`src/rtl/wdog_cfg.svh`:
```
`ifndef WDOG_CFG_SVH
`define WDOG_CFG_SVH

// ----------------------------------------
// register indices, byte address = index * 4
// ----------------------------------------
`define STOP_REC_IDX 6'h0B
`define MODE_IDX 6'h0F
`define STAT_IDX 6'h10

// ----------------------------------------
// field positions and reset values
// ----------------------------------------
`define STOP_REC_DIV16_BIT 0
`define STOP_REC_BYPASS_BIT 1
`define STOP_REC_FLAG_BIT 7
`define MODE_RST 8'h0C

// ----------------------------------------
// timing
// ----------------------------------------
`define WIN_CYCLES 6'h3C
`define DIV16_TERM 4'hF
`define TERM_256 12'h0FF
`define TERM_512 12'h1FF
`define TERM_1024 12'h3FF
`define TERM_4096 12'hFFF
`define RESTART_VEC 16'h000C
`define REFRESH_FLAGS 3'h0

`endif

```
`src/rtl/wdog_pkg.sv`:
```
`default_nettype none
package wdog_pkg;

  typedef struct packed {
    logic cyc;
    logic stb;
    logic we;
    logic [3:0] sel;
    logic [7:0] adr;
    logic [31:0] dat;
  } wb_req_s;

  typedef struct packed {
    logic [2:0] rsvd;
    logic xtal_sel;
    logic stop_run;
    logic halt_run;
    logic [1:0] tsel;
  } dog_mode_s;

  typedef struct packed {
    logic z;
    logic s;
    logic v;
  } cpu_flags_s;

  typedef enum logic [1:0] {WIN_ARM, WIN_OPEN, WIN_LOCK} win_state_e;

endpackage
`default_nettype wire

```
`src/rtl/clk_prescale.sv`:
```
`include "wdog_cfg.svh"
`default_nettype none
module clk_prescale (
  input wire logic clk_i,    // system clock
  input wire logic rst_i,    // sync reset
  input wire logic bypass_i, // skip halving stage
  input wire logic div16_i,  // extra divide by 16
  output logic tick_o        // core/timer clock enable
);
  logic half;
  logic [3:0] pre;
  logic base;

  assign base = bypass_i | half;

  always_ff @(posedge clk_i) begin
    if (rst_i) begin
      half <= 1'b0;
    end else begin
      half <= ~half;
    end
  end

  always_ff @(posedge clk_i) begin
    if (rst_i) begin
      pre <= 4'h0;
    end else if (base) begin
      pre <= pre + 4'h1;
    end
  end

  always_ff @(posedge clk_i) begin
    if (rst_i) begin
      tick_o <= 1'b0;
    end else begin
      tick_o <= base & (~div16_i | (pre == `DIV16_TERM));
    end
  end
endmodule
`default_nettype wire

```
`src/rtl/watchdog_and_clock_prescale.sv`:
```
`include "wdog_cfg.svh"
`default_nettype none
module watchdog_and_clock_prescale #(
  parameter int CW = 12,
  parameter int WW = 6
) (
  input wire logic clk_i,                 // 20 MHz clock
  input wire logic rst_i,                 // power-on reset
  input wire wdog_pkg::wb_req_s wb_req_i, // wishbone request
  output logic [31:0] wb_dat_o,           // read data
  output logic wb_ack_o,                  // acknowledge
  input wire logic refresh_i,             // refresh instruction pulse
  input wire logic first_instr_i,         // first instruction pulse
  input wire logic stop_recovery_i,       // stop recovery pulse
  input wire logic halt_i,                // core halted
  input wire logic stop_i,                // core stopped
  input wire logic supply_low_i,          // supply under threshold
  input wire logic rc_tick_i,             // RC oscillator tick
  input wire logic xtal_tick_i,           // crystal pin tick
  input wire logic permanent_i,           // permanent watchdog option
  input wire logic otp_lock_i,            // test mode lock option
  input wire logic test_mode_req_i,       // test mode entry request
  output logic core_clk_en_o,             // core clock enable
  output logic timer_clk_net_o,           // timer clock enable
  output logic dev_reset_o,               // global device reset
  output logic reset_delay_o,             // reset delay trigger pulse
  output logic [15:0] restart_vec_o,      // restart address
  output logic flags_we_o,                // flag update pulse
  output wdog_pkg::cpu_flags_s flags_o,   // flag values
  output logic test_mode_en_o,            // test mode allowed
  output logic wdt_run_o                  // watchdog counting
);
  import wdog_pkg::*;

  logic por;
  logic sclk_en;
  logic div16;
  logic bypass;
  logic stop_flag;
  dog_mode_s mode;
  win_state_e win;
  logic [WW-1:0] win_cnt;
  logic wdt_en;
  logic [CW-1:0] cnt;
  logic [CW-1:0] term;
  logic wdt_tick;
  logic wdt_active;
  logic to_evt;
  logic req;
  logic wr;
  logic hit_stop_rec;
  logic hit_mode;
  logic hit_stat;
  logic wr_ok;

  assign por = rst_i | supply_low_i;

  // ----------------------------------------
  // clock prescaler
  // ----------------------------------------
  clk_prescale u_pre (
    .clk_i(clk_i),
    .rst_i(por),
    .bypass_i(bypass),
    .div16_i(div16),
    .tick_o(sclk_en)
  );

  assign core_clk_en_o = sclk_en;
  assign timer_clk_net_o = sclk_en;

  // ----------------------------------------
  // bus decode
  // ----------------------------------------
  assign req = wb_req_i.cyc & wb_req_i.stb;
  assign wr = req & wb_req_i.we & wb_ack_o & wb_req_i.sel[0];
  assign hit_stop_rec = wb_req_i.adr == {`STOP_REC_IDX, 2'h0};
  assign hit_mode = wb_req_i.adr == {`MODE_IDX, 2'h0};
  assign hit_stat = wb_req_i.adr == {`STAT_IDX, 2'h0};
  assign wr_ok = win != WIN_LOCK;

  always_ff @(posedge clk_i) begin
    if (rst_i) begin
      wb_ack_o <= 1'b0;
    end else begin
      wb_ack_o <= req & ~wb_ack_o;
    end
  end

  always_ff @(posedge clk_i) begin
    if (rst_i) begin
      wb_dat_o <= 32'h0;
    end else if (req & ~wb_ack_o) begin
      if (hit_stop_rec) begin
        wb_dat_o <= 32'({stop_flag, 7'h00});
      end else if (hit_stat) begin
        wb_dat_o <= 32'({cnt, 5'h00, wdt_active, win == WIN_LOCK, wdt_en});
      end else begin
        wb_dat_o <= 32'h0;
      end
    end
  end

  // ----------------------------------------
  // stop recovery register
  // ----------------------------------------
  always_ff @(posedge clk_i) begin
    if (por | to_evt | stop_recovery_i) begin
      div16 <= 1'b0;
    end else if (wr & hit_stop_rec) begin
      div16 <= wb_req_i.dat[`STOP_REC_DIV16_BIT];
    end
  end

  always_ff @(posedge clk_i) begin
    if (por | (to_evt & ~stop_i)) begin
      bypass <= 1'b0;
    end else if (wr & hit_stop_rec) begin
      bypass <= wb_req_i.dat[`STOP_REC_BYPASS_BIT];
    end
  end

  always_ff @(posedge clk_i) begin
    if (por) begin
      stop_flag <= 1'b0;
    end else if (stop_recovery_i) begin
      stop_flag <= 1'b1;
    end
  end

  // ----------------------------------------
  // write window
  // ----------------------------------------
  always_ff @(posedge clk_i) begin
    if (por | to_evt | stop_recovery_i) begin
      win <= WIN_ARM;
      win_cnt <= '0;
    end else begin
      case (win)
        WIN_ARM: begin
          if (first_instr_i) begin
            win <= WIN_OPEN;
          end
        end
        WIN_OPEN: begin
          if (sclk_en) begin
            if (win_cnt == WW'(`WIN_CYCLES - 6'h1)) begin
              win <= WIN_LOCK;
            end else begin
              win_cnt <= win_cnt + WW'(1);
            end
          end
        end
        WIN_LOCK: begin
          win <= WIN_LOCK;
        end
        default: begin
          win <= WIN_LOCK;
        end
      endcase
    end
  end

  // ----------------------------------------
  // watchdog mode register
  // ----------------------------------------
  always_ff @(posedge clk_i) begin
    if (por | (to_evt & ~stop_i)) begin
      mode <= `MODE_RST;
    end else if (wr & hit_mode & wr_ok) begin
      mode <= {3'h0, wb_req_i.dat[4:0]};
    end
  end

  // ----------------------------------------
  // watchdog counter
  // ----------------------------------------
  always_comb begin
    case (mode.tsel)
      2'h0: term = CW'(`TERM_256);
      2'h1: term = CW'(`TERM_512);
      2'h2: term = CW'(`TERM_1024);
      2'h3: term = CW'(`TERM_4096);
      default: term = CW'(`TERM_4096);
    endcase
  end

  // crystal ticks are selected with bit 4; counting goes on in stop only with stop_run, bit 3, or with permanent_i
  assign wdt_tick = mode.xtal_sel ? xtal_tick_i : rc_tick_i;
  assign wdt_active = wdt_en & (permanent_i
    | ((~halt_i | mode.halt_run) & (~stop_i | mode.stop_run)));
  assign to_evt = wdt_active & wdt_tick & (cnt == term) & ~refresh_i;
  assign wdt_run_o = wdt_active;

  always_ff @(posedge clk_i) begin
    if (por | to_evt) begin
      wdt_en <= permanent_i;
    end else if (refresh_i) begin
      wdt_en <= 1'b1;
    end
  end

  always_ff @(posedge clk_i) begin
    if (por | refresh_i | to_evt) begin
      cnt <= '0;
    end else if (wdt_active & wdt_tick) begin
      cnt <= cnt + CW'(1);
    end
  end

  // ----------------------------------------
  // reset and core side outputs
  // ----------------------------------------
  always_ff @(posedge clk_i) begin
    if (rst_i) begin
      dev_reset_o <= 1'b1;
    end else begin
      dev_reset_o <= supply_low_i | to_evt;
    end
  end

  always_ff @(posedge clk_i) begin
    if (rst_i) begin
      reset_delay_o <= 1'b0;
    end else begin
      reset_delay_o <= to_evt;
    end
  end

  always_ff @(posedge clk_i) begin
    if (rst_i) begin
      restart_vec_o <= `RESTART_VEC;
    end
  end

  always_ff @(posedge clk_i) begin
    if (rst_i) begin
      flags_we_o <= 1'b0;
      flags_o <= '0;
    end else begin
      flags_we_o <= refresh_i;
      if (refresh_i) begin
        flags_o <= `REFRESH_FLAGS;
      end
    end
  end

  always_ff @(posedge clk_i) begin
    if (rst_i) begin
      test_mode_en_o <= 1'b0;
    end else begin
      test_mode_en_o <= test_mode_req_i & ~otp_lock_i;
    end
  end
endmodule
`default_nettype wire

```
`config.mk`:
```
export PLATFORM = sky130hd
export DESIGN_NAME = watchdog_and_clock_prescale
export DESIGN_NICKNAME = d
export VERILOG_FILES = /design/src/rtl/wdog_pkg.sv /design/src/rtl/clk_prescale.sv /design/src/rtl/watchdog_and_clock_prescale.sv
export VERILOG_INCLUDE_DIRS = /design/src /design/src/rtl
export SDC_FILE = /design/constraint.sdc
export NUM_CORES = 1
export LEC_CHECK = 0
export BUFFER_PORTS_ARGS = -buffer_cell sky130_fd_sc_hd__buf_2
export CORE_ASPECT_RATIO = 1.2
export CORE_MARGIN = 3
export CORE_UTILIZATION = 50
export CTS_CLUSTER_DIAMETER = 40
export DETAILED_ROUTE_END_ITERATION = 7
export PLACE_DENSITY = 0.85
export SKIP_CTS_REPAIR_TIMING = 1
export SLEW_MARGIN = 20
export SYNTH_ARGS = -nofsm -noshare
export SYNTH_HDL_FRONTEND = slang
export SYNTH_HIERARCHICAL = 1
export SYNTH_SLANG_ARGS = --single-unit
```
`constraint.sdc`:
```
create_clock -name clk_i -period 4.9 [get_ports clk_i]
set_input_delay 0.735 -clock clk_i [delete_from_list [all_inputs] [get_ports clk_i]]
set_output_delay 0.735 -clock clk_i [all_outputs]
set_load 0.02 [all_outputs]
```
# After elaboration in Yosys (flattened, before gate mapping)
# Index checks and enable logic that the tools add are counted.
# word_totals
ff_bits	72
input_bits	60
output_inout_bits	59
wordCells	89
# classes
n_addsub	3
eq_ne	15
mux	10
bitwise	36
reduce_logical	5
# ops
cell	n
12-bit case mux with 4 select lines	1
20-bit 2-to-1 mux	2
1-bit AND	16
8-bit by 6-bit == test with 1-bit output (second input constant)	2
12-bit by 1-bit adder with 12-bit output (second input constant)	1
12-bit == test	1
1-bit OR	12
8-bit by 7-bit == test with 1-bit output (second input constant)	1
1-bit NOT	8
6-bit by 1-bit adder with 6-bit output (second input constant)	1
2-bit == test (second input constant)	3
6-bit == test (second input constant)	1
2-bit 2-to-1 mux	3
2-bit inequality test (second input constant)	3
3-bit AND reduction	2
4-bit by 1-bit adder with 4-bit output (second input constant)	1
2-bit by 1-bit == test with 1-bit output (second input constant)	2
4-bit == test (second input constant)	1
2-bit zero test	2
2-bit case mux with 2 select lines	1
1-bit 2-to-1 mux	3
2-bit by 1-bit inequality test with 1-bit output (second input constant)	1
2-bit nonzero test	1

# Longest topological paths before layout
# logic_depth
depth_word	10
depth_mapped	7
mapped_depth_nobuf	6

# Hierarchy
# Netlist, hierarchy kept.
# modules_own_cells
mod	n_inst	cells_per_inst	area_each_um2	seq_area_each_um2
watchdog_and_clock_prescale	1	260	2364.8	1011.0
clk_prescale	1	23	220.2	120.1

# Worst setup path before layout
# OpenSTA, ideal clock, no wires.
# synth_path
path_type	input to register
startpoint	in wb_req_i[37] in the netlist's numbering
endpoint	reg wb_dat_o[10]
setup_ns	0.065
arrival_ns	1.931
t_required_ns	4.835
slack_ns	2.904
path_stages	5
n_path_buf	1
cell_sequence	or4b_4 nor4_4 buf_4 a22oi_1 nor2_1
# synth_via
elab_chain_cells	3
elab_cells_between_ends	4
classes_between	eq/ne: 2; mux: 2
# synth_rtl
element	line_no	text
start: declaration	watchdog_and_clock_prescale.sv:9	input wire wdog_pkg::wb_req_s wb_req_i,
8-bit by 7-bit == test with 1-bit output	watchdog_and_clock_prescale.sv:79	assign hit_stat = wb_req_i.adr == {`STAT_IDX, 2'h0};
20-bit 2-to-1 mux	watchdog_and_clock_prescale.sv:96	end else if (hit_stat) begin
20-bit 2-to-1 mux *	watchdog_and_clock_prescale.sv:94	if (hit_stop_rec) begin
end signal: assignment	watchdog_and_clock_prescale.sv:95	wb_dat_o <= 32'({stop_flag, 7'h00});
end signal: assignment	watchdog_and_clock_prescale.sv:97	wb_dat_o <= 32'({cnt, 5'h00, wdt_active, win == WIN_LOCK, wdt_en});
end: declaration	watchdog_and_clock_prescale.sv:10	output logic [31:0] wb_dat_o,
# Mark *: on every way between the ends. The rest lies on a longest branch, timed or not.
# A chain may end at the register's enable or synchronous reset.

# Worst setup path after layout
# layout_path
startpoint	in stop_i
endpoint	out wdt_run_o
# layout_via
elab_chain_cells	5
# layout_rtl
element	line_no	text
start: declaration	watchdog_and_clock_prescale.sv:16	input wire logic stop_i,
1-bit NOT	watchdog_and_clock_prescale.sv:191	| ((~halt_i | mode.halt_run) & (~stop_i | mode.stop_run)));
1-bit OR	watchdog_and_clock_prescale.sv:191	
1-bit AND	watchdog_and_clock_prescale.sv:191	
1-bit OR	watchdog_and_clock_prescale.sv:191	
1-bit AND	watchdog_and_clock_prescale.sv:190	assign wdt_active = wdt_en & (permanent_i
end: declaration	watchdog_and_clock_prescale.sv:31	output logic wdt_run_o
# Every way passes these cells.

==> summary.md <==
| Metric | Value |
|---|---|
| Design Power | `between 0.8 and 0.9 mW` |
| Syn Inst Count | `283` |
| Setup Skew | `0.0103 ns` |
| Clock Latency Late Sink | `0.31 ns` |
| Num ports | `approximately 120` |
| Worst Hold End | `u_pre/tick_o` |
| Unique masters post-synth | `45` |
| R2R Path End | `wdt_en` |
| Switch share | `about a quarter` |
| Fraction of layout cells with a size suffix above 1 | `a little over a fifth` |
| Share of total power in combinational logic | `about 8.2%` |
| RR Startpoint | `cnt[2]` |
| DRT iter0 DRCs | `74` |
| Fin. max-slew vios | `0` |
| Power Dens Cells | `approximately 280 nW/um^2` |
| Grt ovf | `0` |
| Status | `finished clean` |
| Largest net degree at the start of global routing | `22` |
| Fin. Hold Viols | `0` |
| Routed wire length | `roughly 5300 um` |
| Core area | `between 4000 and 5000 sq um` |
| Critical path class | `input pin to output pin` |
| Drt via density | `5.22` |
| Clock slew at reported path FFs | `around 0.09 ns` |
| Reg2Reg Setup Slack | `~2.8 ns` |
| Initial core utilization | `between 50 and 60%` |
| Hold Path Origin | `div16` |
| RSZ-0062 raised after global routing | `no` |
| Peak VDD IR | `0.270 mV` |
| Flop pwr share | `a little under 60%` |
| Initial antenna violation count | `0` |
| Worst Reg-to-Reg Cells | `4` |
| Slew headroom | `between 30 and 40%` |
| Num rows | `28` |
| Drt wl/cell | `between 10 and 15 um` |
| Setup_tns | `0 ns` |
| CTS tree | `built` |
| Via count | `between 2000 and 2500` |
| Top area cells in the synthesized netlist | `dfxtp_1, buf_4, nor2_1` |
| Port bufs | `53` |
| Mapped Area | `2580 sq um` |
| Clock power frac | `between 30% and 40%` |
| CTS root buf | `clkbuf_8` |
| Critical Path Source Type | `input pin` |
| # setup viols final | `0` |
| Data required, critical path | `approximately 4.2 ns` |
| Number of max-cap violations | `0` |
| CP Capture Type | `output pin` |
| CTS Buf Count | `5` |
| Internal power | `roughly 0.61 mW` |
| Clock Sinks | `between 50 and 60` |
| Filler cells | `447` |
| Worst EP arrival | `between 1.5 and 2 ns` |
| Leak | `1.19 nW` |
| Worst slew pin tran | `between 0.8 and 0.9 ns` |
| Die ar. | `6070 sq um` |
| Final Wtd Congestion | `around 0.85` |
| Vias in the first global route | `1919` |
| Hold Path Class | `flip-flop to flip-flop` |
| Die H | `around 85 um` |
| Bufs on Longest Clock Path | `2` |
| Number of diodes | `0` |
| CP max FO | `12` |
| Register area share after synthesis | `a little over two fifths` |
| Synth Register Bits | `56` |
| Pre-antenna DRT Iters | `4` |
| Hold Crit Depth | `1` |
| Layout Nets | `394` |
| Avg Cell Area, Syn | `9.13 sq um` |
| First-pass GRT wire length | `approximately 8700 um` |
| Min Hold Slack | `around 0.44 ns` |
| GR Util All Layers | `~18%` |
| Leading area contributor after synthesis | `dfxtp_1` |
| Post-DP HPWL | `4000 um` |
| Ys Warns | `6` |
| Net switching power | `approximately 0.19 mW` |
| H-tree levels | `2` |
| Synth top area share | `42.6%` |
| Die width | `71.6 um` |
| Final Cycle Share | `around half` |
| Fmax | `around 420 MHz` |
| Final worst path period need | `approximately 2.4 ns` |
| DRC | `0` |
| Routed Antenna Nets | `0` |
| Area grow syn2layout | `9.34%` |
## flip-flops by register name, indices dropped and copies added (netlist names), 2 cells and up
| name | cells |
|---|---|
| wb_dat_o | 16 |
| cnt | 12 |
| win_cnt | 6 |
| mode | 5 |
| u_pre/pre | 4 |
| win | 2 |
## cells by family (layout without fill, tap and decap cells)
| group | Yosys count | count (layout) | synth area share (%) |
|---|---|---|---|
| flops | 56 | 56 | 43.8 |
| fa+ha+maj | 3 | 3 | 1.45 |
| compound gates | 34 | 34 | 9.92 |
| mux | 10 | 10 | 3.92 |
| xor+xnor | 17 | 17 | 5.76 |
| buf+inv | 49 | 65 | 13.2 |
| simple gates | 112 | 112 | 21.7 |
| other cells | 2 | 35 | 0.291 |
## power groups by stage
stage | Clock (mW) | Combinational, mW | Sequential [mW]
after floorplan | 0 | 0.0650 | 0.476
after global placement | 0 | 0.0643 | 0.474
after detailed placement | 0 | 0.0652 | 0.474
after CTS | 0.280 | 0.0655 | 0.464
after global routing | 0.298 | 0.0712 | 0.464
final | 0.273 | 0.0661 | 0.464
## metal layers
layer | wire (um) | vias up | track usage (%)
met5 | 0 | - | 0
met4 | 116 | 0 | 7.18
met3 | 312 | 12 | 4.07
met2 | 2810 | 74 | 32.4
met1 | 2050 | 966 | 20.7
li1 | - | 994 | -
## metrics by stage
stage / utilization (%) / cells / setup WS (ns) / area (sq um)
2_1_floorplan: - / 316 / 2.90 / 2710
3_3_place_gp: 54.8 / 384 / 2.35 / 2720
5_1_grt: 56.8 / 392 / 2.45 / 2830
3_5_place_dp: 54.8 / 384 / 2.35 / 2720
4_1_cts: 56.8 / 392 / 2.52 / 2830
6_report: 56.8 / 392 / 2.53 / 2830
## synthesized netlist by cell type
master,n
edfxtp_1,1
nand2_1,10
or4b_4,1
buf_4,37
and3b_1,1
and3_1,3
xor2_1,15
nor4_2,1
or3_1,2
a221o_2,1
o21ai_0,5
dfxtp_1,55
ha_1,3
buf_6,2
and2b_1,1
o21ai_2,2
nor3b_1,1
a21o_1,1
o2111a_1,1
and4_1,1
mux2i_1,9
a31oi_1,1
clkbuf_1,4
a21oi_1,5
inv_1,4
nand2b_1,5
and2_1,1
nor2_2,1
nor2_1,52
a32oi_1,1
nand3_1,12
a211o_2,1
or2_2,1
a22oi_1,14
nand4_1,9
xnor2_1,2
nand4b_1,1
mux2_2,1
conb_1,2
nor3_1,6
buf_2,2
a211oi_1,1
nor4_4,1
nor2b_1,2
o31ai_4,1
## how the worst max path moves through the flow
stage,startpoint,endpoint,slack [ns],cells past startpoint
after global routing,stop_i,wdt_run_o,2.45,5
after global placement,wb_req_i[46],wb_dat_o[1],2.35,6
after floorplan,wb_req_i[37],wb_dat_o[10],2.90,5
after detailed placement,wb_req_i[46],wb_dat_o[1],2.35,6
after CTS,stop_i,wdt_run_o,2.52,5
final,stop_i,wdt_run_o,2.53,5
## cell type report
cell class / instances / area (sq um) / share of cell area [%]
clock buffer: 7 / 97.6 / 3.45
clock inverter: 1 / 5.00 / 0.177
inverter: 4 / 15.0 / 0.531
multi-input combinational: 211 / 1240 / 43.8
sequential: 56 / 1130 / 40.0
tap: 60 / 75.1 / 2.66
timing repair buffer: 53 / 265 / 9.38
## layout by cell type, fill, tap and decap left out, types with 3 or more instances in the layout
master and instances:
a21oi_1 5, a22oi_1 14, and3_1 3, buf_2 53, clkbuf_8 5, conb_1 35
dfxtp_1 55, ha_1 3, inv_1 4, mux2i_1 9, nand2_1 10, nand2b_1 5
nand3_1 12, nand4_1 9, nor2_1 52, nor3_1 6, o21ai_0 5, xor2_1 15
## worst max-delay path: stages
cell and delay [ns]:
buf_2 0.12, nand2b_1 0.07, a21o_1 0.33, and2_1 0.21, buf_2 0.17
Power figures use the tool's default switching activity.
